==> config.mk <==
export PLATFORM = sky130hd
export DESIGN_NAME = micsb_top
export DESIGN_NICKNAME = d
export VERILOG_FILES = /design/src/micsb_pkg.sv /design/src/micsb_msi_if.sv /design/src/micsb_msi_arb.sv /design/src/micsb_top.sv
export SDC_FILE = /design/constraint.sdc
export NUM_CORES = 1
export LEC_CHECK = 0
export BUFFER_PORTS_ARGS = -buffer_cell sky130_fd_sc_hd__buf_2
export CAP_MARGIN = 20
export CORE_UTILIZATION = 45
export CTS_CLUSTER_DIAMETER = 30
export DETAILED_ROUTE_END_ITERATION = 12
export HOLD_SLACK_MARGIN = 0.03
export PLACE_DENSITY = 0.84
export SLEW_MARGIN = 20
export SYNTH_ARGS = -nofsm -noshare
export SYNTH_HDL_FRONTEND = slang
export SYNTH_HIERARCHICAL = 1
export SYNTH_SLANG_ARGS = --single-unit
==> constraint.sdc <==
create_clock -name sys_clk -period 1.9 [get_ports sys_clk]
set_input_delay 0.475 -clock sys_clk [delete_from_list [all_inputs] [get_ports sys_clk]]
set_output_delay 0.475 -clock sys_clk [all_outputs]
set_load 0.005 [all_outputs]
==> src/micsb_pkg.sv <==
// constants and types shared by the interrupt and configuration sideband
package micsb_pkg;

	localparam int unsigned MICSB_VEC_W   = 5;
	localparam int unsigned MICSB_TC_W    = 3;
	localparam int unsigned MICSB_MAX_MSG = 32;

	// register byte offsets
	localparam logic [4:0] MICSB_REG_MSICSR  = 5'h00;
	localparam logic [4:0] MICSB_REG_TCVCMAP = 5'h04;
	localparam logic [4:0] MICSB_REG_BUSDEV  = 5'h08;
	localparam logic [4:0] MICSB_REG_PRMCSR  = 5'h0C;
	localparam logic [4:0] MICSB_REG_DEVCSR  = 5'h10;
	localparam logic [4:0] MICSB_REG_LINKCSR = 5'h14;
	localparam logic [4:0] MICSB_REG_STATUS  = 5'h18;

	// field positions
	localparam int unsigned MICSB_MSI_EN_BIT   = 0;
	localparam int unsigned MICSB_MMC_LSB      = 1;
	localparam int unsigned MICSB_MME_LSB      = 4;
	localparam int unsigned MICSB_INTX_DIS_BIT = 10;
	localparam int unsigned MICSB_TC0_W        = 3;
	localparam int unsigned MICSB_BUS_LSB      = 5;
	localparam int unsigned MICSB_ST_INT_BIT   = 0;
	localparam int unsigned MICSB_ST_INTX_BIT  = 1;
	localparam int unsigned MICSB_ST_BUSY_BIT  = 2;

	// field values and reset values
	localparam logic [2:0]  MICSB_MMC_32      = 3'h5;
	localparam logic [2:0]  MICSB_MME_MAX     = 3'h5;
	localparam logic [2:0]  MICSB_TC_SYS      = 3'h0;
	localparam logic [2:0]  MICSB_RST_MME     = 3'h0;
	localparam logic [23:0] MICSB_RST_TCVCMAP = 24'h000000;
	localparam logic [12:0] MICSB_RST_BUSDEV  = 13'h0000;
	localparam logic [31:0] MICSB_RST_CSR     = 32'h00000000;

	typedef enum logic [1:0] {ARB_IDLE, ARB_SEND, ARB_ACK} micsb_arb_e;
	typedef enum logic [1:0] {SRC_APP, SRC_PM, SRC_SYS} micsb_src_e;

endpackage

==> src/micsb_msi_if.sv <==
// message path between register side and msi arbiter
`timescale 1ns/100ps
`default_nettype none
interface micsb_msi_if;
	logic       msi_en;
	logic [2:0] mme;
	logic       out_valid;
	logic       out_ready;
	logic [4:0] out_vector;
	logic [2:0] out_tc;
	logic       busy;

	modport cfg (output msi_en, output mme, output out_ready,
		input out_valid, input out_vector, input out_tc, input busy);
	modport arb (input msi_en, input mme, input out_ready,
		output out_valid, output out_vector, output out_tc, output busy);
endinterface
`default_nettype wire

==> src/micsb_msi_arb.sv <==
// msi arbiter: picks system error, power/hot-plug or application request
`timescale 1ns/100ps
`default_nettype none
module micsb_msi_arb
	import micsb_pkg::*;
#(
	parameter int unsigned MAX_MSG = MICSB_MAX_MSG
) (
	input  wire logic       sys_clk,
	input  wire logic       reset,
	input  wire logic       app_msi_req,
	input  wire logic [4:0] app_msi_num,
	input  wire logic [2:0] msi_traffic_class,
	output logic            app_msi_ack,
	input  wire logic       pm_msi_req,
	input  wire logic [4:0] pm_msi_num,
	input  wire logic       syserr_req,
	micsb_msi_if.arb        msi
);
	localparam logic [2:0] MME_LIM = 3'($clog2(MAX_MSG));

	if (MAX_MSG < 1 || MAX_MSG > MICSB_MAX_MSG || (MAX_MSG & (MAX_MSG - 1)) != 0) begin : g_chk
		$error("MAX_MSG must be a power of two from 1 to 32");
	end

	typedef struct packed {
		micsb_arb_e st;
		micsb_src_e src;
		logic       pm_pend;
		logic [4:0] pm_num;
		logic       se_pend;
		logic [4:0] vec;
		logic [2:0] tc;
	} micsb_arb_s;

	micsb_arb_s q;
	micsb_arb_s next_q;

	// mask of vectors that fit in the granted count
	function automatic logic [4:0] alloc_mask(input logic [2:0] mme);
		logic [2:0] m;
		m = (mme > MME_LIM) ? MME_LIM : mme;
		return 5'((32'd1 << m) - 32'd1);
	endfunction

	function automatic logic [4:0] fit_vec(input logic [4:0] v, input logic [2:0] mme);
		return v & alloc_mask(mme);
	endfunction

	always_comb begin
		next_q = q;
		if (pm_msi_req) begin
			next_q.pm_pend = 1'b1;
			next_q.pm_num  = pm_msi_num;
		end
		next_q.se_pend = q.se_pend | syserr_req;
		unique case (q.st)
			ARB_IDLE: begin
				if (msi.msi_en) begin
					if (q.se_pend) begin
						next_q.st      = ARB_SEND;
						next_q.src     = SRC_SYS;
						next_q.vec     = fit_vec(5'h1F, msi.mme);
						next_q.tc      = MICSB_TC_SYS;
						next_q.se_pend = syserr_req;
					end else if (q.pm_pend) begin
						next_q.st      = ARB_SEND;
						next_q.src     = SRC_PM;
						next_q.vec     = fit_vec(q.pm_num, msi.mme);
						next_q.tc      = MICSB_TC_SYS;
						next_q.pm_pend = pm_msi_req;
					end else if (app_msi_req) begin
						next_q.st  = ARB_SEND;
						next_q.src = SRC_APP;
						next_q.vec = fit_vec(app_msi_num, msi.mme);
						next_q.tc  = msi_traffic_class;
					end
				end
			end
			ARB_SEND: begin
				if (msi.out_ready) begin
					next_q.st = (q.src == SRC_APP) ? ARB_ACK : ARB_IDLE;
				end
			end
			ARB_ACK: begin
				next_q.st = ARB_IDLE;
			end
		endcase
	end

	always_ff @(posedge sys_clk) begin
		if (reset) begin
			q <= '{st: ARB_IDLE, src: SRC_APP, pm_pend: 1'b0, pm_num: 5'h00,
				se_pend: 1'b0, vec: 5'h00, tc: 3'h0};
		end else begin
			q <= next_q;
		end
	end

	assign msi.out_valid  = (q.st == ARB_SEND);
	assign msi.out_vector = q.vec;
	assign msi.out_tc     = q.tc;
	assign msi.busy       = (q.st != ARB_IDLE);
	assign app_msi_ack    = (q.st == ARB_ACK);
endmodule // micsb_msi_arb
`default_nettype wire

==> src/micsb_top.sv <==
// interrupt and configuration sideband with avalon-mm register slave
//
// What this block does
// - while legacy status is high, send INTx assert unless interrupt-disable is set, and hold status.
// - up to 32 distinct msi vectors, offset from base data.
// - msi acknowledge comes at least two cycles after the request.
// - all 32 granted: system error 31, power/hot-plug 30, application 29..0.
// - four granted: system error 3, power/hot-plug 2 or 3, application rest.
// - system error, power and hot-plug msi always go on traffic class 0.
// - 24-bit class-to-channel map, three bits per class, class 0 always zero.
// - 13-bit identity output, bus in 12..5, device in 4..0.
// - primary, device and link control/status words always driven out.
// - application raises msi request, block acknowledges once message accepted.
// - granted count shown in msi control bits 6..4 as power of two.
// - msi enable bit 0 low means no new msi is started; a message already offered still completes.
//
// The Avalon-MM slave port and the register addresses were chosen for this implementation.
`timescale 1ns/100ps
`default_nettype none
module micsb_top
	import micsb_pkg::*;
#(
	parameter int unsigned MAX_MSG = MICSB_MAX_MSG
) (
	input  wire logic        sys_clk,
	input  wire logic        reset,
	input  wire logic [4:0]  avs_address,
	input  wire logic        avs_read,
	input  wire logic        avs_write,
	input  wire logic [31:0] avs_writedata,
	input  wire logic [3:0]  avs_byteenable,
	output logic [31:0]      avs_readdata,
	output logic             avs_waitrequest,
	input  wire logic        app_msi_req,
	input  wire logic [4:0]  app_msi_num,
	input  wire logic [2:0]  msi_traffic_class,
	output logic             app_msi_ack,
	input  wire logic        pm_msi_req,
	input  wire logic [4:0]  pm_msi_num,
	input  wire logic        syserr_req,
	output logic             msi_tx_valid,
	input  wire logic        msi_tx_ready,
	output logic [4:0]       msi_tx_vector,
	output logic [2:0]       msi_tx_tc,
	input  wire logic        app_int_sts,
	output logic             int_status,
	output logic             intx_assert_msg,
	output logic             intx_deassert_msg,
	output logic [15:0]      cfg_msicsr,
	output logic [23:0]      cfg_tcvcmap,
	output logic [12:0]      cfg_busdev,
	output logic [31:0]      cfg_prmcsr,
	output logic [31:0]      cfg_devcsr,
	output logic [31:0]      cfg_linkcsr
);
	typedef struct packed {
		logic        served;
		logic [31:0] rdata;
		logic        msi_en;
		logic [2:0]  mme;
		logic [23:0] tcvc;
		logic [12:0] busdev;
		logic [31:0] prm;
		logic [31:0] dev;
		logic [31:0] link;
		logic        int_sts;
		logic        intx_on;
		logic        assert_msg;
		logic        deassert_msg;
	} micsb_top_s;

	micsb_top_s q;
	micsb_top_s next_q;
	micsb_msi_if msi ();

	logic        wr_take;
	logic [15:0] msicsr_val;

	function automatic logic [31:0] be_merge(input logic [31:0] old, input logic [31:0] wd, input logic [3:0] be);
		logic [31:0] r;
		r = old;
		for (int i = 0; i < 4; i++) begin
			if (be[i]) begin
				r[i*8 +: 8] = wd[i*8 +: 8];
			end
		end
		return r;
	endfunction

	// msi control word: per-vector and 64-bit capability reported as absent
	assign msicsr_val = {7'h00, 1'b0, 1'b0, q.mme, MICSB_MMC_32, q.msi_en};

	assign wr_take         = avs_write && q.served;
	assign avs_waitrequest = (avs_read || avs_write) && !q.served;

	always_comb begin
		logic [31:0] wv;
		logic [31:0] rv;
		logic        intx_want;
		wv = 32'h00000000;
		rv = 32'h00000000;
		intx_want = 1'b0;
		next_q = q;
		next_q.served = (avs_read || avs_write) && !q.served;
		unique case (avs_address)
			MICSB_REG_MSICSR:  rv = {16'h0000, msicsr_val};
			MICSB_REG_TCVCMAP: rv = {8'h00, q.tcvc};
			MICSB_REG_BUSDEV:  rv = {19'h00000, q.busdev};
			MICSB_REG_PRMCSR:  rv = q.prm;
			MICSB_REG_DEVCSR:  rv = q.dev;
			MICSB_REG_LINKCSR: rv = q.link;
			MICSB_REG_STATUS:  rv = {29'h00000000, msi.busy, q.intx_on, q.int_sts};
			default:           rv = 32'h00000000;
		endcase
		if (avs_read && !q.served) begin
			next_q.rdata = rv;
		end
		if (wr_take) begin
			unique case (avs_address)
				MICSB_REG_MSICSR: begin
					wv = be_merge({16'h0000, msicsr_val}, avs_writedata, avs_byteenable);
					next_q.msi_en = wv[MICSB_MSI_EN_BIT];
					// reserved count codes are refused, old grant kept
					if (wv[MICSB_MME_LSB +: 3] <= MICSB_MME_MAX) begin
						next_q.mme = wv[MICSB_MME_LSB +: 3];
					end
				end
				MICSB_REG_TCVCMAP: begin
					wv = be_merge({8'h00, q.tcvc}, avs_writedata, avs_byteenable);
					next_q.tcvc = {wv[23:MICSB_TC0_W], 3'h0};
				end
				MICSB_REG_BUSDEV: begin
					wv = be_merge({19'h00000, q.busdev}, avs_writedata, avs_byteenable);
					next_q.busdev = wv[12:0];
				end
				MICSB_REG_PRMCSR:  next_q.prm = be_merge(q.prm, avs_writedata, avs_byteenable);
				MICSB_REG_DEVCSR:  next_q.dev = be_merge(q.dev, avs_writedata, avs_byteenable);
				MICSB_REG_LINKCSR: next_q.link = be_merge(q.link, avs_writedata, avs_byteenable);
				default: begin
				end
			endcase
		end
		// legacy interrupt: command register interrupt-disable suppresses messages
		next_q.int_sts = app_int_sts;
		intx_want = app_int_sts && !q.prm[MICSB_INTX_DIS_BIT];
		next_q.assert_msg   = intx_want && !q.intx_on;
		next_q.deassert_msg = !intx_want && q.intx_on;
		next_q.intx_on      = intx_want;
	end

	always_ff @(posedge sys_clk) begin
		if (reset) begin
			q <= '{served: 1'b0, rdata: 32'h00000000, msi_en: 1'b0, mme: MICSB_RST_MME,
				tcvc: MICSB_RST_TCVCMAP, busdev: MICSB_RST_BUSDEV, prm: MICSB_RST_CSR,
				dev: MICSB_RST_CSR, link: MICSB_RST_CSR, int_sts: 1'b0, intx_on: 1'b0,
				assert_msg: 1'b0, deassert_msg: 1'b0};
		end else begin
			q <= next_q;
		end
	end

	assign msi.msi_en    = q.msi_en;
	assign msi.mme       = q.mme;
	assign msi.out_ready = msi_tx_ready;

	micsb_msi_arb #(
		.MAX_MSG(MAX_MSG)
	) u_arb (
		.sys_clk          (sys_clk),
		.reset            (reset),
		.app_msi_req      (app_msi_req),
		.app_msi_num      (app_msi_num),
		.msi_traffic_class(msi_traffic_class),
		.app_msi_ack      (app_msi_ack),
		.pm_msi_req       (pm_msi_req),
		.pm_msi_num       (pm_msi_num),
		.syserr_req       (syserr_req),
		.msi              (msi)
	);

	assign msi_tx_valid      = msi.out_valid;
	assign msi_tx_vector     = msi.out_vector;
	assign msi_tx_tc         = msi.out_tc;
	assign avs_readdata      = q.rdata;
	assign int_status        = q.int_sts;
	assign intx_assert_msg   = q.assert_msg;
	assign intx_deassert_msg = q.deassert_msg;
	assign cfg_msicsr        = msicsr_val;
	assign cfg_tcvcmap       = q.tcvc;
	assign cfg_busdev        = q.busdev;
	assign cfg_prmcsr        = q.prm;
	assign cfg_devcsr        = q.dev;
	assign cfg_linkcsr       = q.link;
endmodule // micsb_top
`default_nettype wire

# --- Yosys cells after proc, flatten, opt, wreduce, memory -nomap -nowiden ---
# Index checks and enable logic that the tools add are counted.
op_classes:
  n_eq_ne: 12
  magnitude_cmp: 2
  bitwise_logic: 3
  mux: 22
  n_addsub: 1
  n_reduce_logical: 37
  shift: 1
ops:
  columns: ["op", "n"]
  rows:
  - ["case mux 32 bit (7 select lines)", 1]
  - ["AND reduction 3 bit", 21]
  - ["two-way mux 8 bit", 3]
  - ["two-way mux 7 bit", 3]
  - ["two-way mux 9 bit", 2]
  - ["equality test 5 bit (second input constant)", 3]
  - ["two-way mux 4 bit", 3]
  - ["bitwise AND 5 bit", 2]
  - ["equality test 5 x 4 -> 1 bit (second input constant)", 2]
  - ["logical AND 1 bit", 6]
  - ["two-way mux 6 bit", 1]
  - ["case mux 2 bit (3 select lines)", 1]
  - ["equality test 5 x 3 -> 1 bit (second input constant)", 1]
  - ["logical NOT 5 bit", 1]
  - ["two-way mux 5 bit", 1]
  - ["<< shifter 1 x 3 -> 5 bit (first input constant)", 1]
  - ["subtractor 5 x 1 -> 5 bit (second input constant)", 1]
  - ["logical NOT 1 bit", 4]
  - ["logical NOT 2 bit", 2]
  - ["two-way mux 1 bit", 4]
  - ["two-way mux 2 bit", 2]
  - ["inequality test 4 x 2 -> 1 bit (second input constant)", 1]
  - ["greater-than comparator 3 bit (second input constant)", 1]
  - ["less-or-equal comparator 3 bit (second input constant)", 1]
  - ["10 further kinds", 10]
word_totals:
  in_bits: 63
  output_inout_bits: 195
  regBits: 190
  elab_cells: 110

# --- Depth between registers and ports, before layout ---
depth:
  word_depth: 10
  mapped_depth: 8
  depth_no_buf: 7

# --- Hierarchy ---
# The synthesis kept the hierarchy.
by_module_without_submodules:
  columns: ["mod", "cells_each", "n_inst", "seq_area_each_um2", "area_per_inst_um2"]
  rows:
  - ["micsb_top", 893, 1, 3423.3, 8643.3]
  - ["micsb_msi_arb", 110, 1, 380.4, 996.0]

# --- Worst setup path after synthesis ---
# OpenSTA, ideal clock, no wires.
synth_timing:
  path_type: "in2reg"
  start: "input avs_address[1]"
  end: "register q (netlist bit cfg_tcvcmap[10])"
  required_time_ns: 1.772
  path_buffers: 2
  t_arrival_ns: 1.838
  path_stages: 6
  setup_ns: 0.128
  setup_slack_ns: -0.066
  path_cell_list: "or3b_1 > buf_6 > or4_1 > buf_6 > mux2i_1 > nor2_1"
synth_via:
  elab_chain_len: 2
synth_lines:
  columns: ["element", "line_no", "rtl"]
  rows:
  - ["from (decl)", "micsb_top.sv:27", "input wire logic [4:0] avs_address,"]
  - ["equality test 5 x 3 -> 1 bit", "micsb_top.sv:119", "unique case (avs_address)"]
  - ["AND reduction 3 bit (no line)", null, null]
  - ["to (signal assigned)", "micsb_top.sv:153", "q <= '{served: 1'b0, rdata: 32'h00000000, msi_en: 1'b0, mme: MICSB_RST_MME,"]
  - ["to (signal assigned)", "micsb_top.sv:158", "q <= next_q;"]
  - ["to (decl)", "micsb_top.sv:72", "micsb_top_s q;"]
# Every way passes these cells.
# A chain may end at the register's enable or synchronous reset.

# --- Worst setup path in the final report ---
layout_timing:
  start: "input avs_address[2]"
  end: "register q (netlist bit avs_readdata[4])"
layout_via:
  elab_chain_len: 2
  word_cells_on_any_way: 8
  classes_between: "6 x eq/ne; 1 x mux; 1 x reduce/logical"
layout_lines:
  columns: ["element", "line_no", "rtl"]
  rows:
  - ["equality test 5 bit (tied with other cells)", "micsb_top.sv:105", "unique case (avs_address)"]
  - ["case mux 32 bit (7 select lines) (*)", "micsb_top.sv:105", null]
# Every way passes the cells marked *; elsewhere a longest branch is shown, timed or not.

==> metrics.csv <==
stage,metric,value,unit
logic_synthesis,ys_ff_latch,190,
floorplanning,die-area,0.02201,sq mm
global_routing,grt_use_met1,29.11,%
cts,post_cts_buffers,0,
routing,dr.pass1.iters,5,
hold_path,holdCritPathClass,in -> reg,
cts,clk_pin_slew,0.07,ns
cts,cts_sinks,190,
routing,wl_per_cell,18.40,um
floorplanning,ios,258,
logic_synthesis,synth_adder_area_share,0.5192,%
setup_path,r2r_end,avs_readdata[2]$_SDFFE_PP0P_,
timing,post-route-min-period,1.765,ns
run_status,status,"finished, final reports clean",
timing,slew_viol_final,0,
routing,vias,7500,
global_routing,busiest_layer,met2,
floorplanning,num_rows,53,
logic_synthesis,syn-mean-instance-area,9.610,sq um
power,max-vdd-ir-drop,0.0005605,V
cells_and_area,layout.nets,1185,
routing,routed_wirelength,25950,um
timing,hold_viol,0,
timing,finalClockSkew,0.01127,ns
place,hpwl,19280,um
logic_synthesis,synth_edf_count,0,
cts,htreeDepth,4,
cts,clockBufferDepth,2,
cts,tritoncts,yes,
power,p_per_area,729.0,mW/mm^2
cts,cts_buffers,17,
setup_path,r2r_setup_slack,0.24,ns
global_routing,use_met2,38.90,%
logic_synthesis,ys.flop_type,dfxtp_1,
setup_path,required,2.22,ns
cells_and_area,layout-drive-gt1-share,34.04,%
timing,tightestPinTransition,0.5889,ns
global_routing,overflow,0,
cells_and_area,final_common_cell,buf_2,
timing,worst_slack,0.1349,ns
setup_path,arrival,2.09,ns
floorplanning,floorplan.initialDensity,45.85,%
global_routing,grt_pass1_vias,7286,
logic_synthesis,synth_cells,1003,
floorplanning,die_x,148.4,um
setup_path,critPathCapture,avs_readdata[4]$_SDFFE_PP0P_,
routing,viasPerCell,5.319,
logic_synthesis,yosys.area_share.xor_xnor,0.09086,%
setup_path,worstSetupEndpointType,flop,
global_routing,grt_max_degree,50,
logic_synthesis,synth_area,0.009639,sq mm
timing,fmax,566.5,MHz
timing,post-route-period-util,92.90,%
routing,drc_errors,0,
global_routing,antenna_found_initial,4,
timing,rsz0062_at_grt,false,
logic_synthesis,yosys.area_share.simple,13.50,%
place,port_buffers,242,
global_routing,grt_usage,23.66,%
floorplanning,fp.dieH,148.4,um
logic_synthesis,yosysWarnings,6,
setup_path,worst-path-max-fanout,12,
cells_and_area,mostFrequentLayoutCells,"241 x buf_2, 190 x dfxtp_1, 166 x mux2i_1",
cells_and_area,nFillCells,1904,
timing,slew_headroom,60.68,%
global_routing,grt_pass1_wl,40440,um
logic_synthesis,synth_compound_gate_area_share,10.60,%
timing,finalSetupTns,0,ns
cts,ctsRootBufferMaster,clkbuf_16,
timing,setup_viol,0,
cts,cts_resized,0,
floorplanning,core,0.02102,sq mm
setup_path,worst_r2r_path_depth,7,
logic_synthesis,ys_seq_area_share,39.46,%
cts,clk_latency,0.44,ns
routing,antenna_left,0,
logic_synthesis,synth_mux_area_share,17.82,%
logic_synthesis,synth_top_family_by_area,buffers and inverters,
setup_path,crit_type,in -> reg,
cells_and_area,design_area,0.01093,sq mm
cts,holdBufCountCts,0,
setup_path,crit_path_start_kind,primary input,
logic_synthesis,async_reset_ff_share,0,%
setup_path,worstSetupStartpoint,avs_address[2],
place,dpl_cell_area,0.01036,sq mm
place,gp_congestion,0.8634,
setup_path,r2r-start,u_arb/q[17]$_SDFFE_PP0P_,
logic_synthesis,yosysUniqueCellTypes,64,
global_routing,grtUsageMet3,6.472,%
hold_path,min_path_cells,3,
job,maxCapViolCount,0,
cells_and_area,area_growth,13.37,%
power,p_leak,4.819,nW
place,pre_cts_ws,-0.3547,ns
routing,drt-initial-drc-count,512,
metal layers:
layer  routed length (um)  vias up
met2                12270      326
met5                    0        -
met3                 2092       37
met1                10910     3601
met4                  672        0
li1                     -     3536
final cells by class:
cell class / instances / area [sq um] / area share, %
Sequential cell: 190 / 3804 / 34.81
Clock inverter: 12 / 105.1 / 0.9618
Tap cell: 275 / 344.1 / 3.149
Clock buffer: 20 / 456.7 / 4.179
Timing Repair Buffer: 327 / 2014 / 18.43
Inverter: 6 / 22.52 / 0.2061
Antenna cell: 4 / 10.01 / 0.09160
Multi-Input combinational cell: 576 / 4172 / 38.17
report_power, final:
part | internal (mW) | total [mW] | switching, mW
Sequential | 4.00 | 4.02 | 0.0237
Clock | 1.77 | 3.41 | 1.64
Combinational | 0.193 | 0.531 | 0.338
Total | 5.96 | 7.97 | 2.00
stage by stage:
step / total power [mW] / cells / hold WS, ns / utilization (%)
floorplan: 4.394 / 1016 / 0.4056 / -
global placement: 4.629 / 1374 / 0.4336 / 49.26
detailed placement: 4.638 / 1374 / 0.4431 / 49.26
CTS: 8.030 / 1406 / 0.2437 / 51.94
global route: 8.262 / 1409 / 0.2935 / 51.97
finish: 7.967 / 1410 / 0.2679 / 51.99
flip-flops by register name, indices dropped and copies added, names as in the netlist, named ones only:
| name | cells |
|---|---|
| avs_readdata | 32 |
| cfg_devcsr | 32 |
| cfg_linkcsr | 32 |
| cfg_prmcsr | 32 |
| cfg_tcvcmap | 21 |
| cfg_busdev | 13 |
| u_arb/q | 11 |
| u_arb/msi.out_vector | 5 |
| u_arb/msi.out_tc | 3 |
| msi.mme | 2 |
| q | 2 |
| int_status | 1 |
| intx_assert_msg | 1 |
| intx_deassert_msg | 1 |
| msi.msi_en | 1 |
cells by family (layout without fill, tap and decap cells):
kind of cell / after synthesis / count (layout)
other: 2 / 19
multiplexers: 170 / 170
XOR/XNOR: 1 / 1
flip-flops: 190 / 190
AO/OA/AOI/OAI: 127 / 127
adder cells (fa/ha/maj): 4 / 4
buffers and inverters: 250 / 365
AND/OR/NAND/NOR: 259 / 259
worst max-delay path: stages:
cell,delay [ns]
buf_2,0.10
or3b_1,0.17
buf_4,0.15
buf_12,0.16
nor2_1,0.06
buf_4,0.16
a2111oi_0,0.55
buf_4,0.20
o21ai_1,0.05
cell usage after synthesis (7+ instances only):
cell type / number / share of area, %
dfxtp_1: 190 / 39
a22oi_1: 15 / 1.2
a21oi_1: 8 / 0.42
a211oi_1: 15 / 1.2
nor3_4: 14 / 2.4
buf_2: 10 / 0.52
o32a_1: 7 / 0.73
nor2b_1: 12 / 0.78
nor2_1: 153 / 6.0
clkbuf_1: 34 / 1.3
buf_4: 190 / 15
o21ai_1: 13 / 0.67
buf_6: 7 / 0.82
mux2i_1: 166 / 17
o2bb2ai_1: 10 / 0.91
nand2_1: 40 / 1.6
nand3_1: 10 / 0.52
a221oi_1: 7 / 0.64
a222oi_1: 10 / 1.0
a22o_1: 11 / 1.0
how the worst min path moves through the flow:
stage / endpoint / start / slack [ns]
finish: u_arb/q[8]$_SDFF_PP0_ / syserr_req / 0.27
global route: u_arb/q[10]$_SDFFE_PP0P_ / pm_msi_num[1] / 0.29
CTS: u_arb/q[8]$_SDFF_PP0_ / syserr_req / 0.24
detailed placement: avs_readdata[4]$_SDFFE_PP0P_ / avs_readdata[4]$_SDFFE_PP0P_ / 0.44
global placement: avs_readdata[5]$_SDFFE_PP0P_ / avs_readdata[5]$_SDFFE_PP0P_ / 0.43
floorplan: intx_assert_msg$_SDFF_PP0_ / q[2]$_SDFF_PP0_ / 0.41
Note: power is estimated with default switching activity, not from simulation.
